`src/pkg/qdac_pkg.sv`:
```
package qdac_pkg;
  // serial frame layout
  localparam int FRAME_BITS = 24;            // bits per frame
  localparam int CMD_LSB    = 20;            // command nibble 23..20
  localparam int MASK_LSB   = 16;            // channel mask 19..16
  localparam int NCH        = 4;             // channels a..d
  localparam int DW         = 16;            // data word width
  localparam int RES_DEF    = 16;            // default resolution
  localparam int PWR_W      = 8;             // two power bits per channel
  localparam int PAD_W      = 4;             // bits in each pad nibble of readback word
  // command codes
  typedef enum logic [3:0] {
    QDAC_CMD_NOP    = 4'h0,
    QDAC_CMD_WR_IN  = 4'h1,
    QDAC_CMD_UPD    = 4'h2,
    QDAC_CMD_WR_UPD = 4'h3,
    QDAC_CMD_PWR    = 4'h4,
    QDAC_CMD_LMASK  = 4'h5,
    QDAC_CMD_SRST   = 4'h6,
    QDAC_CMD_REF    = 4'h7,
    QDAC_CMD_CHAIN  = 4'h8,
    QDAC_CMD_RDBK   = 4'h9,
    QDAC_CMD_NOP_DC = 4'hF
  } qdac_cmd_t;
  // reset values
  localparam logic [15:0] CODE_RST  = 16'h0000;
  localparam logic        REF_RST   = 1'b1;
  localparam logic        CHAIN_RST = 1'b0;
  localparam logic [7:0]  PWR_RST   = 8'h00;
  localparam logic [3:0]  LMASK_RST = 4'h0;
  // register bus map
  localparam int          AW        = 8;
  localparam logic [7:0]  ADDR_CTRL = 8'h00;   // w: soft reset, soft load
  localparam logic [7:0]  ADDR_STAT = 8'h04;   // r: mode and pin state
  localparam logic [7:0]  ADDR_PWR  = 8'h08;   // r: power modes, load mask
  localparam logic [3:0]  PAGE_IN   = 4'h1;    // 0x10..0x1C input codes
  localparam logic [3:0]  PAGE_OUT  = 4'h2;    // 0x20..0x2C output codes
  localparam int          CTRL_SRST = 0;
  localparam int          CTRL_LOAD = 1;
  localparam logic [1:0]  RESP_OK   = 2'b00;
  localparam logic [1:0]  RESP_ERR  = 2'b10;
endpackage

```
`src/hw/qdac_frame_rx.sv`:
```
`timescale 1ns/10ps
module qdac_frame_rx (
  // clock and reset
  input  wire logic                  aclk,
  input  wire logic                  aresetn,
  // serial pins, asynchronous to aclk
  input  wire logic                  frame_sel_n,
  input  wire logic                  serial_clk,
  input  wire logic                  serial_data_in,
  output wire logic                  serial_data_out,
  output wire logic                  serial_data_out_oe,
  // readback and chain control
  input  wire logic                  rb_arm,
  input  wire logic [qdac_pkg::FRAME_BITS-1:0] rb_word,
  input  wire logic                  chain_enable,
  // completed frame
  output wire logic                  frame_done,
  output wire logic [qdac_pkg::FRAME_BITS-1:0] frame_word,
  output wire logic                  frame_sel_high
);
  import qdac_pkg::*;

  logic [2:0]            cs_q, sck_q;   // sync stages plus edge stage
  logic [1:0]            sdi_q;         // sync stages
  logic [FRAME_BITS-1:0] sr_q;          // input shift register
  logic [FRAME_BITS-1:0] tx_q;          // readback shift register
  logic                  rb_act_q;      // readback owns this frame
  logic                  sdo_q;
  logic                  done_q;
  logic                  sck_fall, sck_rise, cs_fall, cs_rise;

  // two flops before any logic; stage 0 feeds stage 1 only
  always_ff @(posedge aclk) begin
    if (!aresetn) begin
      cs_q  <= 3'h7;
      sck_q <= 3'h0;
      sdi_q <= 2'h0;
    end else begin
      cs_q  <= {cs_q[1:0], frame_sel_n};
      sck_q <= {sck_q[1:0], serial_clk};
      sdi_q <= {sdi_q[0], serial_data_in};
    end
  end

  // edges are judged on stages 1 and 2 only
  assign sck_fall = sck_q[2] & ~sck_q[1];
  assign sck_rise = ~sck_q[2] & sck_q[1];
  assign cs_fall  = cs_q[2] & ~cs_q[1];
  assign cs_rise  = ~cs_q[2] & cs_q[1];

  // sample on falling serial clock while selected, msb first
  always_ff @(posedge aclk) begin
    if (!aresetn) begin
      sr_q <= '0;
    end else if (cs_fall) begin
      sr_q <= '0;                                // fresh frame
    end else if (sck_fall && !cs_q[1]) begin
      sr_q <= {sr_q[FRAME_BITS-2:0], sdi_q[1]};
    end
  end

  // frame ends on the select rising edge, whatever the bit count
  always_ff @(posedge aclk) begin
    if (!aresetn) begin
      done_q <= 1'b0;
    end else begin
      done_q <= cs_rise;
    end
  end

  // readback word is captured as the frame opens
  always_ff @(posedge aclk) begin
    if (!aresetn) begin
      rb_act_q <= 1'b0;
      tx_q     <= '0;
    end else if (cs_fall) begin
      rb_act_q <= rb_arm;
      tx_q     <= rb_word;
    end else if (sck_rise && !cs_q[1]) begin
      tx_q     <= {tx_q[FRAME_BITS-2:0], 1'b0};
    end
  end

  // output changes on rising serial clock, valid at the next fall
  always_ff @(posedge aclk) begin
    if (!aresetn) begin
      sdo_q <= 1'b0;
    end else if (sck_rise && !cs_q[1]) begin
      sdo_q <= rb_act_q ? tx_q[FRAME_BITS-1] : sr_q[FRAME_BITS-1];
    end
  end

  assign serial_data_out    = sdo_q;
  assign serial_data_out_oe = !cs_q[1] && (chain_enable || rb_act_q);
  assign frame_done         = done_q;
  assign frame_word         = sr_q;
  assign frame_sel_high     = cs_q[1];
endmodule

```
`src/hw/qdac_top.sv`:
```
// Decided for this implementation: the AXI4-Lite slave port and the placing of the registers.
`timescale 1ns/10ps
module qdac_top #(
  parameter int RES_BITS = qdac_pkg::RES_DEF   // 16, 14 or 12
) (
  // clock and reset
  input  wire logic                      aclk,
  input  wire logic                      aresetn,
  // serial pins
  input  wire logic                      frame_sel_n,
  input  wire logic                      serial_clk,
  input  wire logic                      serial_data_in,
  output wire logic                      serial_data_out,
  output wire logic                      serial_data_out_oe,
  // static pins
  input  wire logic                      load_strobe_n,
  input  wire logic                      gain_sel,
  // converter side
  output wire logic [qdac_pkg::NCH-1:0][qdac_pkg::DW-1:0] out_code,
  output wire logic [qdac_pkg::PWR_W-1:0] power_mode,
  output wire logic                      ref_enable,
  output wire logic                      gain_two,
  output wire logic                      chain_enable,
  // axi4-lite write
  input  wire logic                      awvalid,
  output wire logic                      awready,
  input  wire logic [qdac_pkg::AW-1:0]   awaddr,
  input  wire logic                      wvalid,
  output wire logic                      wready,
  input  wire logic [31:0]               wdata,
  input  wire logic [3:0]                wstrb,
  output wire logic                      bvalid,
  input  wire logic                      bready,
  output wire logic [1:0]                bresp,
  // axi4-lite read
  input  wire logic                      arvalid,
  output wire logic                      arready,
  input  wire logic [qdac_pkg::AW-1:0]   araddr,
  output wire logic                      rvalid,
  input  wire logic                      rready,
  output wire logic [31:0]               rdata,
  output wire logic [1:0]                rresp
);
  import qdac_pkg::*;

  // pad bits below the code are forced to zero
  localparam logic [DW-1:0] CODE_MASK = 16'hFFFF << (DW - RES_BITS);

  logic [NCH-1:0][DW-1:0] in_q, out_q;    // input and output code banks
  logic [PWR_W-1:0]       pwr_q;          // power mode pairs
  logic [NCH-1:0]         lmask_q;        // channels ignoring the load pin
  logic                   ref_en_q, chain_q;
  logic                   rb_arm_q;       // next frame carries readback
  logic [1:0]             rb_sel_q;       // channel to read back
  logic [7:0]             frm_cnt_q;      // frames executed, diagnostic
  logic [1:0]             load_strobe_n_q, gain_q; // pin synchronisers
  logic                   bvalid_q, rvalid_q;
  logic [1:0]             bresp_q, rresp_q;
  logic [31:0]            rdata_q;
  // frame receiver outputs
  logic                   exec, cs_high;
  logic [FRAME_BITS-1:0]  fw;
  // decoded fields
  logic [3:0]             cmd;
  logic [NCH-1:0]         chm;
  logic [DW-1:0]          code;
  logic                   wr_fire, rd_fire, ctrl_wr, srst, swload, hw_load;
  logic [31:0]            rd_mux;
  logic                   rd_err;

  qdac_frame_rx u_rx (
    .aclk               (aclk),
    .aresetn            (aresetn),
    .frame_sel_n        (frame_sel_n),
    .serial_clk         (serial_clk),
    .serial_data_in     (serial_data_in),
    .serial_data_out    (serial_data_out),
    .serial_data_out_oe (serial_data_out_oe),
    .rb_arm             (rb_arm_q),
    .rb_word            ({{PAD_W{1'b0}}, out_q[rb_sel_q], {PAD_W{1'b0}}}),
    .chain_enable       (chain_q),
    .frame_done         (exec),
    .frame_word         (fw),
    .frame_sel_high     (cs_high)
  );

  // field split of the received word
  assign cmd  = fw[FRAME_BITS-1:CMD_LSB];
  assign chm  = fw[CMD_LSB-1:MASK_LSB];
  assign code = fw[DW-1:0] & CODE_MASK;

  // load and gain pins are asynchronous levels
  always_ff @(posedge aclk) begin
    if (!aresetn) begin
      load_strobe_n_q <= 2'h3;
      gain_q <= 2'h0;
    end else begin
      load_strobe_n_q <= {load_strobe_n_q[0], load_strobe_n};
      gain_q <= {gain_q[0], gain_sel};
    end
  end

  // software sources of reset and load
  assign ctrl_wr = wr_fire && awaddr == ADDR_CTRL && wstrb[0];
  assign srst    = (exec && cmd == QDAC_CMD_SRST) || (ctrl_wr && wdata[CTRL_SRST]);
  assign swload  = ctrl_wr && wdata[CTRL_LOAD];
  // load pin only acts between frames
  assign hw_load = cs_high && !load_strobe_n_q[1];

  // one code pair per channel
  for (genvar i = 0; i < NCH; i++) begin : g_ch
    always_ff @(posedge aclk) begin
      if (!aresetn || srst) begin
        in_q[i]  <= CODE_RST;
        out_q[i] <= CODE_RST;
      end else begin
        // input bank takes the code on both write commands
        if (exec && chm[i] && (cmd == QDAC_CMD_WR_IN || cmd == QDAC_CMD_WR_UPD)) begin
          in_q[i] <= code;
        end
        // output bank priority: frame command, then load pin, then soft load
        if (exec && chm[i] && cmd == QDAC_CMD_WR_UPD) begin
          out_q[i] <= code;
        end else if (exec && chm[i] && cmd == QDAC_CMD_UPD) begin
          out_q[i] <= in_q[i];
        end else if (exec && chm[i] && cmd == QDAC_CMD_WR_IN && hw_load && !lmask_q[i]) begin
          out_q[i] <= code;
        end else if ((hw_load && !lmask_q[i]) || swload) begin
          out_q[i] <= in_q[i];
        end
      end
    end
  end

  // mode registers; unlisted codes fall to default and hold
  always_ff @(posedge aclk) begin
    if (!aresetn || srst) begin
      pwr_q    <= PWR_RST;
      lmask_q  <= LMASK_RST;
      ref_en_q <= REF_RST;
      chain_q  <= CHAIN_RST;
    end else if (exec) begin
      case (cmd)
        QDAC_CMD_PWR:   pwr_q    <= fw[PWR_W-1:0];
        QDAC_CMD_LMASK: lmask_q  <= fw[NCH-1:0];
        QDAC_CMD_REF:   ref_en_q <= ~fw[0];
        QDAC_CMD_CHAIN: chain_q  <= fw[0];
        default:        pwr_q    <= pwr_q;
      endcase
    end
  end

  // readback arms for exactly the next frame; lone mask bit picks channel
  always_ff @(posedge aclk) begin
    if (!aresetn || srst) begin
      rb_arm_q <= 1'b0;
      rb_sel_q <= 2'd0;
    end else if (exec) begin
      rb_arm_q <= cmd == QDAC_CMD_RDBK;
      if (cmd == QDAC_CMD_RDBK) begin
        case (chm)
          4'h2:    rb_sel_q <= 2'd1;
          4'h4:    rb_sel_q <= 2'd2;
          4'h8:    rb_sel_q <= 2'd3;
          default: rb_sel_q <= 2'd0;  // none or several read channel a
        endcase
      end
    end
  end

  // executed frame count survives soft reset for diagnosis
  always_ff @(posedge aclk) begin
    if (!aresetn) begin
      frm_cnt_q <= 8'h00;
    end else if (exec) begin
      frm_cnt_q <= frm_cnt_q + 8'h01;
    end
  end

  // write channel: address and data taken together, one outstanding
  assign awready = awvalid && wvalid && !bvalid_q;
  assign wready  = awready;
  assign wr_fire = awready;
  always_ff @(posedge aclk) begin
    if (!aresetn) begin
      bvalid_q <= 1'b0;
      bresp_q  <= RESP_OK;
    end else if (wr_fire) begin
      bvalid_q <= 1'b1;
      bresp_q  <= (awaddr == ADDR_CTRL) ? RESP_OK : RESP_ERR;  // only control is writable
    end else if (bready) begin
      bvalid_q <= 1'b0;
    end
  end

  // read decode
  always_comb begin
    rd_mux = 32'h0000_0000;
    rd_err = 1'b0;
    if (araddr == ADDR_CTRL) begin
      rd_mux = 32'h0000_0000;                                   // control bits self-clear
    end else if (araddr == ADDR_STAT) begin
      rd_mux = {16'h0000, frm_cnt_q, 1'b0, rb_sel_q, load_strobe_n_q[1], rb_arm_q, gain_q[1], chain_q, ref_en_q};
    end else if (araddr == ADDR_PWR) begin
      rd_mux = {20'h00000, lmask_q, pwr_q};
    end else if (araddr[7:4] == PAGE_IN && araddr[1:0] == 2'b00) begin
      rd_mux = {16'h0000, in_q[araddr[3:2]]};
    end else if (araddr[7:4] == PAGE_OUT && araddr[1:0] == 2'b00) begin
      rd_mux = {16'h0000, out_q[araddr[3:2]]};
    end else begin
      rd_err = 1'b1;                                            // unmapped
    end
  end

  // read channel: one outstanding, answer one cycle after address
  assign arready = !rvalid_q;
  assign rd_fire = arvalid && arready;
  always_ff @(posedge aclk) begin
    if (!aresetn) begin
      rvalid_q <= 1'b0;
      rdata_q  <= 32'h0000_0000;
      rresp_q  <= RESP_OK;
    end else if (rd_fire) begin
      rvalid_q <= 1'b1;
      rdata_q  <= rd_mux;
      rresp_q  <= rd_err ? RESP_ERR : RESP_OK;
    end else if (rready) begin
      rvalid_q <= 1'b0;
    end
  end

  assign bvalid       = bvalid_q;
  assign bresp        = bresp_q;
  assign rvalid       = rvalid_q;
  assign rdata        = rdata_q;
  assign rresp        = rresp_q;
  assign out_code     = out_q;
  assign power_mode   = pwr_q;
  assign ref_enable   = ref_en_q;
  assign gain_two     = gain_q[1];
  assign chain_enable = chain_q;
endmodule

```
`config.mk`:
```
export PLATFORM = sky130hd
export DESIGN_NAME = qdac_top
export DESIGN_NICKNAME = d
export VERILOG_FILES = /design/src/pkg/qdac_pkg.sv /design/src/hw/qdac_frame_rx.sv /design/src/hw/qdac_top.sv
export SDC_FILE = /design/constraint.sdc
export NUM_CORES = 1
export LEC_CHECK = 0
export ABC_AREA = 0
export BUFFER_PORTS_ARGS = -buffer_cell sky130_fd_sc_hd__clkbuf_2
export CAP_MARGIN = 20
export CORE_MARGIN = 5
export CORE_UTILIZATION = 34
export CTS_CLUSTER_DIAMETER = 40
export DETAILED_ROUTE_END_ITERATION = 12
export PLACE_DENSITY_LB_ADDON = 0.08
export SLEW_MARGIN = 30
export SYNTH_ARGS = -nofsm -noshare
export SYNTH_HDL_FRONTEND = slang
export SYNTH_SLANG_ARGS = --single-unit
```
`constraint.sdc`:
```
create_clock -name aclk -period 2.3 [get_ports aclk]
set_input_delay 0.69 -clock aclk [delete_from_list [all_inputs] [get_ports aclk]]
set_output_delay 0.69 -clock aclk [all_outputs]
set_load 0.05 [all_outputs]
```
======== Word level (Yosys, flattened, before mapping) ========
Index checks and enable logic that the tools add are counted.
word-level totals
  logic and storage cells ................. 181
  flip-flop bits (word level) ............. 250
  output and inout port bits .............. 118
cells by class
  add/subtract/negate cells ............... 1
  order comparisons ....................... 2
  equality and inequality tests ........... 16
  mux-type cells .......................... 42
  bitwise logic cells ..................... 10
  reduce and logical (&&, ||, !) cells .... 79
operators with widths
  kind                                                  number
  two-way mux 16 bit                                    24
  binary-select mux 16 bit (select 2 bit)               3
  logical AND 1 bit                                     46
  two-way mux 20 bit                                    2
  equality test 4 x 3 -> 1 bit (second input constant)  5
  equality test 4 x 2 -> 1 bit (second input constant)  4
  zero test 8 bit                                       2
  nonzero test 4 bit                                    4
  equality test 4 bit (second input constant)           3
  two-way mux 1 bit                                     10
  AND reduction 2 bit                                   5
  zero test 1 bit                                       9
  adder 8 x 1 -> 8 bit (second input constant)          1
  equality test 4 x 1 -> 1 bit (second input constant)  2
  equality test 8 x 3 -> 1 bit (second input constant)  1
  equality test 8 x 4 -> 1 bit (second input constant)  1
  logical OR 1 bit                                      8
  < comparator 2 x 3 -> 1 bit (second input constant)   2
  NOT 1 bit                                             6
  case mux 2 bit (3 select lines)                       1
  nonzero test 2 bit                                    3
  bitwise AND 1 bit                                     4
  two-way mux 2 bit                                     2
  zero test 2 bit                                       1
  OR reduction 2 bit                                    1

======== Longest topological paths before layout ========
Gate-level depths: netlist (run 1).
  word-level depth ........................ 10
  depth in mapped cells ................... 9
  gate-level depth less buffers ........... 4

======== Cells and area by module ========
Synthesis (run 1) repeated with hierarchy kept, for this count alone.
unflattened totals
  cells, all modules ...................... 1303
  area total of the unflattened synthesis .. 12504.5 sq um
by module, submodules not included
  module         cells an instance  times used  area an instance (sq um)
  qdac_top       1030               1           9902.0
  qdac_frame_rx  273                1           2602.5

======== Worst setup path before layout (run 1) ========
No wires, ideal clock.
  path kind ............................... in2out
  start ................................... input awvalid
  end ..................................... output wready
  buffers on the path ..................... 1
  data arrival time ....................... 1873 ps
  path slack .............................. -263 ps
  stages on the path ...................... 3
  cells stage by stage .................... nand2_1 -> nor2_1 -> buf_4
between the ends
  word-level cells in the longest chain between the ends .. 2
ends and longest elaborated chain
  item                             line             RTL
  start: declaration               qdac_top.sv:25   input wire logic awvalid,
  logical AND 1 bit (2 in series)  qdac_top.sv:181  assign awready = awvalid && wvalid && !bvalid_q;
  end: declaration                 qdac_top.sv:29   output wire logic wready,
No other way between the ends.

======== Worst setup path after layout (run 1) ========
  start ................................... register bvalid_q, in the netlist bvalid
  end ..................................... output awready
between the ends
  word-level cells in the longest chain between the ends .. 2
ends and longest elaborated chain
  item                      line             RTL
  start: declaration        qdac_top.sv:57   logic bvalid_q, rvalid_q;
  start signal: assignment  qdac_top.sv:186  bvalid_q <= 1'b0;
  start signal: assignment  qdac_top.sv:189  bvalid_q <= 1'b1;
  start signal: assignment  qdac_top.sv:192  bvalid_q <= 1'b0;
  zero test 1 bit           qdac_top.sv:181
  logical AND 1 bit         qdac_top.sv:181
  end: declaration          qdac_top.sv:26   output wire logic awready,
No other way between the ends.

==> out/summary.txt, run 1 <==
status -> finished, final reports clean
largest net degree at the start of global routing -> 33
Critical Path RT -> 1.61 ns
syn avg cell area -> 9.68 sq um
via/cell ratio -> 5.36
worst slew pin tran -> 0.674 ns
Max-cap violations -> 0
Critical Path AT -> 1.48 ns
Min-Delay Path Class -> in2reg
Gate Count Post-Synth -> 1177
gr busiest metal -> met2
wire per inst -> 23.1 microns
grt ovf -> 0
period utilization -> 0.944
Lkg Pwr -> 5.58 nW
worst clock skew -> 0.0116 ns
Post-synth EDFFs -> 0
Yosys reg bits -> 232
vias -> 9633
reg-to-reg slack, setup -> 0.33 ns
HPWL after DPL -> 29100 microns
non-filler instance count after layout -> 1797
vias in the first global route -> 9442
final hold vios -> 0
crit path time final -> 2.17 ns
RSZ-0062 raised after global routing -> no
Final Slew Violations -> 0
number of remaining DRC errors -> 0
DIE WIDTH -> 193 microns
Num CTS Buffers -> 42
worst skew pair latency -> 0.52 ns
Worst slew margin -> 0.551
Fmax achieved -> 0.461 GHz
Initial Util -> 0.342
power dissipated by switching net loads -> 0.00285 W
Area growth syn-to-layout -> 25.1%
Register Area -> 4640 sq um
CTS tree -> yes
synthesized cell area -> 11400 sq um
aggregate global-route resource usage -> 0.222
Critical Path Start Type -> register
met3 usage -> 0.0443
# setup viols final -> 0
GP Congestion -> 0.793
initial antenna violation count -> 0
ant diodes -> 0
I/O Pins -> 182
full die area -> 37300 sq um
post-placement cell count -> 1722
Die Y -> 193 microns
nets -> 1383
Final ANT Viol Nets -> 0
clk sink count -> 232
global-route wire length before repair -> 61900 microns
Cell Pwr Density -> 789 nW/um^2
post-cts sizing count -> 0
Crit. End Element -> output port
CTS Hold Buffers Added -> 0
Filler cells -> 3282
DR pass1 iterations -> 7
fin area -> 14300 sq um
WL final -> 41500 microns
Crit Path Max Fanout -> 6
PortBufs -> 130
Max Root-Sink Buffers -> 3
postcts setup bufs -> 0
CTS clk-pin slew, worst paths -> 0.05 ns
Starting DRT DRC Count -> 843
unique cell type count in the Yosys netlist -> 62
Reg power frac -> 0.374
Synth async-reset ratio -> 0
Core Box Area -> 33300 sq um
dpl cell area -> 12900 sq um
synth warn -> 0
Int Pwr -> 0.00840 W
top_reg_cell synth -> dfxtp_1
Switching Share -> 0.253
H-tree depth -> 2
area of the multi-input gates -> 5980 sq um
Setup CP Type -> reg2out
met2 Use GR -> 0.351
cell row count -> 67
clock share of power -> 0.539
Root Buffer -> clkbuf_16
sequential area share after synthesis -> 0.408
met1 Track Usage GR -> 0.309
VDD IR max -> 0.000437 V
Comb pwr share -> 0.088
layout cells sized above 1 -> 0.314
## state kept, by name (all words and copies together), names as in the netlist, 2 cells and up
name,count
gain_q,2
lmask_q,4
rb_sel_q,2
u_rx.cs_q,3
power_mode,8
u_rx.tx_q,20
u_rx.sdi_q,2
rdata,16
load_strobe_n_q,2
u_rx.frame_word,24
in_q,64
out_code,64
frm_cnt_q,8
u_rx.sck_q,3
## power by group through the flow
stage | logic, W | clock network [W] | registers, W
2_1_floorplan | 0.000504 | 0 | 0.00446
3_3_place_gp | 0.000988 | 0 | 0.00428
3_5_place_dp | 0.000989 | 0 | 0.00428
4_1_cts | 0.000991 | 0.00618 | 0.00420
5_1_grt | 0.00104 | 0.00636 | 0.00421
6_report | 0.000984 | 0.00606 | 0.00421
## per-stage QoR
stage	TNS (ns)	hold WS, ns	worst slack [ns]	power [W]	util
after floorplan	0	0.386	0.0486	0.00496	-
after global placement	-12.98	0.408	-0.119	0.00527	0.387
after detailed placement	-10.75	0.412	-0.137	0.00527	0.387
after CTS	0	0.353	0.116	0.0114	0.428
after global routing	0	0.366	0.0535	0.0116	0.428
final	0	0.367	0.129	0.0112	0.428
## per-layer routing
| layer | vias to the layer above | wire length [microns] |
|---|---|---|
| met3 | 75 | 2770 |
| met1 | 4675 | 18700 |
| met5 | - | 0 |
| met4 | 0 | 1080 |
| met2 | 339 | 19000 |
| li1 | 4544 | - |
## worst max-delay path: stages (launching register included)
cell      delay (ns)
dfxtp_1         0.35
nor2_2          0.28
clkbuf_2        0.34
## Yosys cell counts (4+ instances only)
library cell  count  area share
a211oi_1         14      0.0092
a221oi_1          9      0.0069
clkbuf_1         56       0.018
o211ai_2          4      0.0044
buf_1             7      0.0023
inv_1             5      0.0016
a211oi_2         60       0.066
dfxtp_1         232        0.41
mux2i_1          85       0.075
buf_6             6      0.0059
nor3_1           66       0.029
buf_2            37       0.016
xor2_1            4      0.0031
nand3_1           4      0.0018
or2_2             5      0.0027
nor2b_1           5      0.0027
nand2b_1         10      0.0055
a222oi_1         18       0.016
buf_12            6       0.011
mux4_2           48       0.095
o21ai_0           6      0.0026
a21o_2            4      0.0031
a22oi_1          11      0.0072
and2_1           13      0.0071
nand2_1         208       0.069
nor3b_1           8      0.0053
o221ai_1         10      0.0077
nand4_1           4      0.0022
nor2_1           56       0.018
a21oi_1         109       0.048
buf_4            25       0.016
## path summary, 6_finish.rpt
| kind | cells after the start | end | from |
|---|---|---|---|
| worst max register to register | 5 | out_code[56] | u_rx.cs_q[1] |
| worst min-delay path | 2 | u_rx.cs_q[0] | frame_sel_n |
| worst max-delay path | 2 | awready | bvalid |
| worst min register to register | 1 | u_rx.cs_q[1] | u_rx.cs_q[0] |
## layout make-up
type,count,share of cell area
multi-input combinational,815,0.419
sequential,232,0.326
timing repair buffer,222,0.117
clock buffer,54,0.0812
tap,448,0.0393
clock inverter,21,0.0158
inverter,5,0.00132
## cells by family after synthesis
kind of cell    share of synthesized area
compound gates                      0.178
flops                               0.408
xor+xnor                          0.00538
other cells                      0.000329
fa+ha+maj                         0.00110
buf+inv                            0.0753
mux                                 0.170
simple gates                        0.162
## placed cells by master (no fill, tap or decap), types with 7 or more instances in the layout
cell / n
nor2_1: 55
and2_1: 13
nand2_1: 208
nor3b_1: 7
clkbuf_2: 129
a22oi_1: 11
a222oi_1: 18
mux4_2: 48
buf_12: 26
clkbuf_1: 7
nor3_1: 66
clkinv_2: 10
mux2i_1: 85
conb_1: 18
a211oi_2: 60
o221ai_1: 10
dfxtp_1: 232
clkbuf_16: 43
buf_4: 66
nand2b_1: 10
a221oi_1: 9
a21oi_1: 109
a211oi_1: 14
Note: power is estimated with default switching activity, not from simulation.
==> inputs of run 2 (changes only) <==
- BUFFER_PORTS_ARGS: -buffer_cell sky130_fd_sc_hd__clkbuf_2 -> default
- DONT_BUFFER_PORTS: default -> 1
==> run 2 against run 1 <==
Compared with the run above:
- via count is 4.6% lower
- combinational power is 18% lower
- die area stayed put
- register-to-register slack worse by 0.09 ns
- fmax is 5.2% higher
- clock power is 6.8% higher
- cell count is 6.0% lower
- critical endpoint is now out_code[30]
- largest power group unchanged
- highest routed layer unchanged
==> out/summary.txt, run 2 (synthesized netlist as in run 1, its figures left out) <==
Initial Util -> 0.342 (unchanged)
I/O Pins -> 182 (unchanged)
number of remaining DRC errors -> 0 (unchanged)
RSZ-0062 raised after global routing -> no
wire per inst -> 24.6 microns (+6.6%)
vias in the first global route -> 9087 (-3.8%)
Filler cells -> 3278 (-0.12%)
nets -> 1278 (-7.6%)
# setup viols final -> 0 (unchanged)
Cell Pwr Density -> 835 nW/um^2 (+5.8%)
Min-Delay Endpoint -> u_rx.cs_q[2]
Reg2Reg Capture Point -> out_code[30]
Worst slew margin -> 0.490 (-0.0612)
crit path time final -> 2.06 ns (-0.107 ns)
Max-cap violations -> 0 (unchanged)
status -> finished, final reports clean
dpl cell area -> 12400 sq um (-3.9%)
Crit Path Max Fanout -> 16 (+10)
HPWL after DPL -> 28400 microns (-2.2%)
Final ANT Viol Nets -> 0 (unchanged)
global-route wire length before repair -> 61300 microns (-0.88%)
met2 Use GR -> 0.360 (+0.00877)
full die area -> 37300 sq um (unchanged)
Area growth syn-to-layout -> 21.5%
PortBufs -> 0 (-100%)
Fmax achieved -> 0.484 GHz (+5.2%)
GP Congestion -> 0.790 (-0.37%)
aggregate global-route resource usage -> 0.220 (-0.00108)
Core Box Area -> 33300 sq um (unchanged)
ant diodes -> 0 (unchanged)
Min-Delay Path Class -> in2reg
gr busiest metal -> met2
Critical Path RT -> 2.69 ns (+1.08 ns)
Register Area -> 4640 sq um (unchanged)
Crit. End Element -> register
met1 Track Usage GR -> 0.300 (-0.00934)
Num CTS Buffers -> 43 (+2.4%)
post-placement cell count -> 1616 (-6.2%)
Setup CP Type -> reg2reg
worst clock skew -> 0.0139 ns (+0.00226 ns)
post-cts sizing count -> 0 (unchanged)
postcts setup bufs -> 0 (unchanged)
most frequent cells in the layout -> 232 x dfxtp_1, 208 x nand2_1, 109 x a21oi_1, 93 x buf_4, 85 x mux2i_1
met3 usage -> 0.0522 (+0.00792)
period utilization -> 0.897 (-0.0466)
CTS Hold Buffers Added -> 0 (unchanged)
WL final -> 41600 microns (+0.15%)
Critical Path Start Type -> register
non-filler instance count after layout -> 1689 (-6.0%)
worst slew pin tran -> 0.764 ns (+0.0907 ns)
CTS tree -> yes
Finished Core Util -> 0.416 (-0.0123)
hold path cells -> 1 (-1)
reg2reg start -> u_rx.cs_q[1]
final hold vios -> 0 (unchanged)
Max Root-Sink Buffers -> 3 (unchanged)
grt ovf -> 0 (unchanged)
Hold Crit Start -> aresetn
VDD IR max -> 0.000407 V (-6.9%)
CTS clk-pin slew, worst paths -> 0.05 ns (about the same)
fin area -> 13800 sq um (-2.9%)
clk sink count -> 232 (unchanged)
final worst setup slack -> 0.236 ns (+0.107 ns)
Final Slew Violations -> 0 (unchanged)
Critical Path AT -> 2.45 ns (+0.97 ns)
Hold WS -> 0.256 ns (-0.111 ns)
worst skew pair latency -> 0.52 ns (about the same)
layout cells sized above 1 -> 0.258 (-0.0565)
cell row count -> 67 (unchanged)
DIE WIDTH -> 193 microns (unchanged)
largest net degree at the start of global routing -> 56 (+70%)
vias -> 9193 (-4.6%)
via/cell ratio -> 5.44 (+1.5%)
H-tree depth -> 2 (unchanged)
Lkg Pwr -> 5.18 nW (-7.2%)
most common cell after layout, fill and taps aside -> dfxtp_1
reg-to-reg slack, setup -> 0.24 ns (-0.09 ns)
Starting DRT DRC Count -> 582 (-31%)
area of the multi-input gates -> 5980 sq um (unchanged)
path depth of the worst reg2reg path -> 5 (unchanged)
DR pass1 iterations -> 6 (-1)
initial antenna violation count -> 0 (unchanged)
Die Y -> 193 microns (unchanged)
pre-CTS setup slack -> -0.0767 ns (+0.0603 ns)
Root Buffer -> clkbuf_16
## run 2: cell type report
cell class	count	area share
Tap cell	448	0.0405
Multi-Input combinational cell	815	0.432
Clock inverter	21	0.0208
Timing Repair Buffer	116	0.0837
Sequential cell	232	0.336
Clock buffer	52	0.0862
Inverter	5	0.00136
## run 2: through the flow
stage                     TNS [ns]  power (W)
final                            0     0.0116
after global routing             0     0.0119
after floorplan                  0    0.00496
after detailed placement     -3.79    0.00517
after CTS                        0     0.0117
after global placement       -5.17    0.00517
## run 2: worst max path at each step
stage,from,end,slack [ns],cells after the start
floorplan,araddr[7],rdata[13],0.05,6
global placement,awaddr[5],out_code[56],-0.08,6
detailed placement,araddr[7],rdata[15],-0.08,6
CTS,u_rx.cs_q[1],serial_data_out_oe,0.20,2
global route,u_rx.cs_q[1],out_code[14],0.06,5
finish,u_rx.cs_q[1],out_code[30],0.24,5
## run 2: report_power, final
part,total (W),internal [W],switching [W]
sequential,0.00428,0.00411,0.000176
combinational,0.000806,0.000283,0.000522
clock,0.00647,0.00434,0.00213
## run 2: metal layers
metal	vias up	wire length (microns)
li1	4311	-
met1	4575	18400
met2	255	19600
met3	52	2850
met4	0	727
met5	-	0
## run 2: worst max-delay path: stages (launching register included)
cell and delay (ns):
dfxtp_1 0.56, nor3b_1 0.42, o211ai_2 0.11, buf_4 0.28
mux2i_1 0.43, a211oi_2 0.13
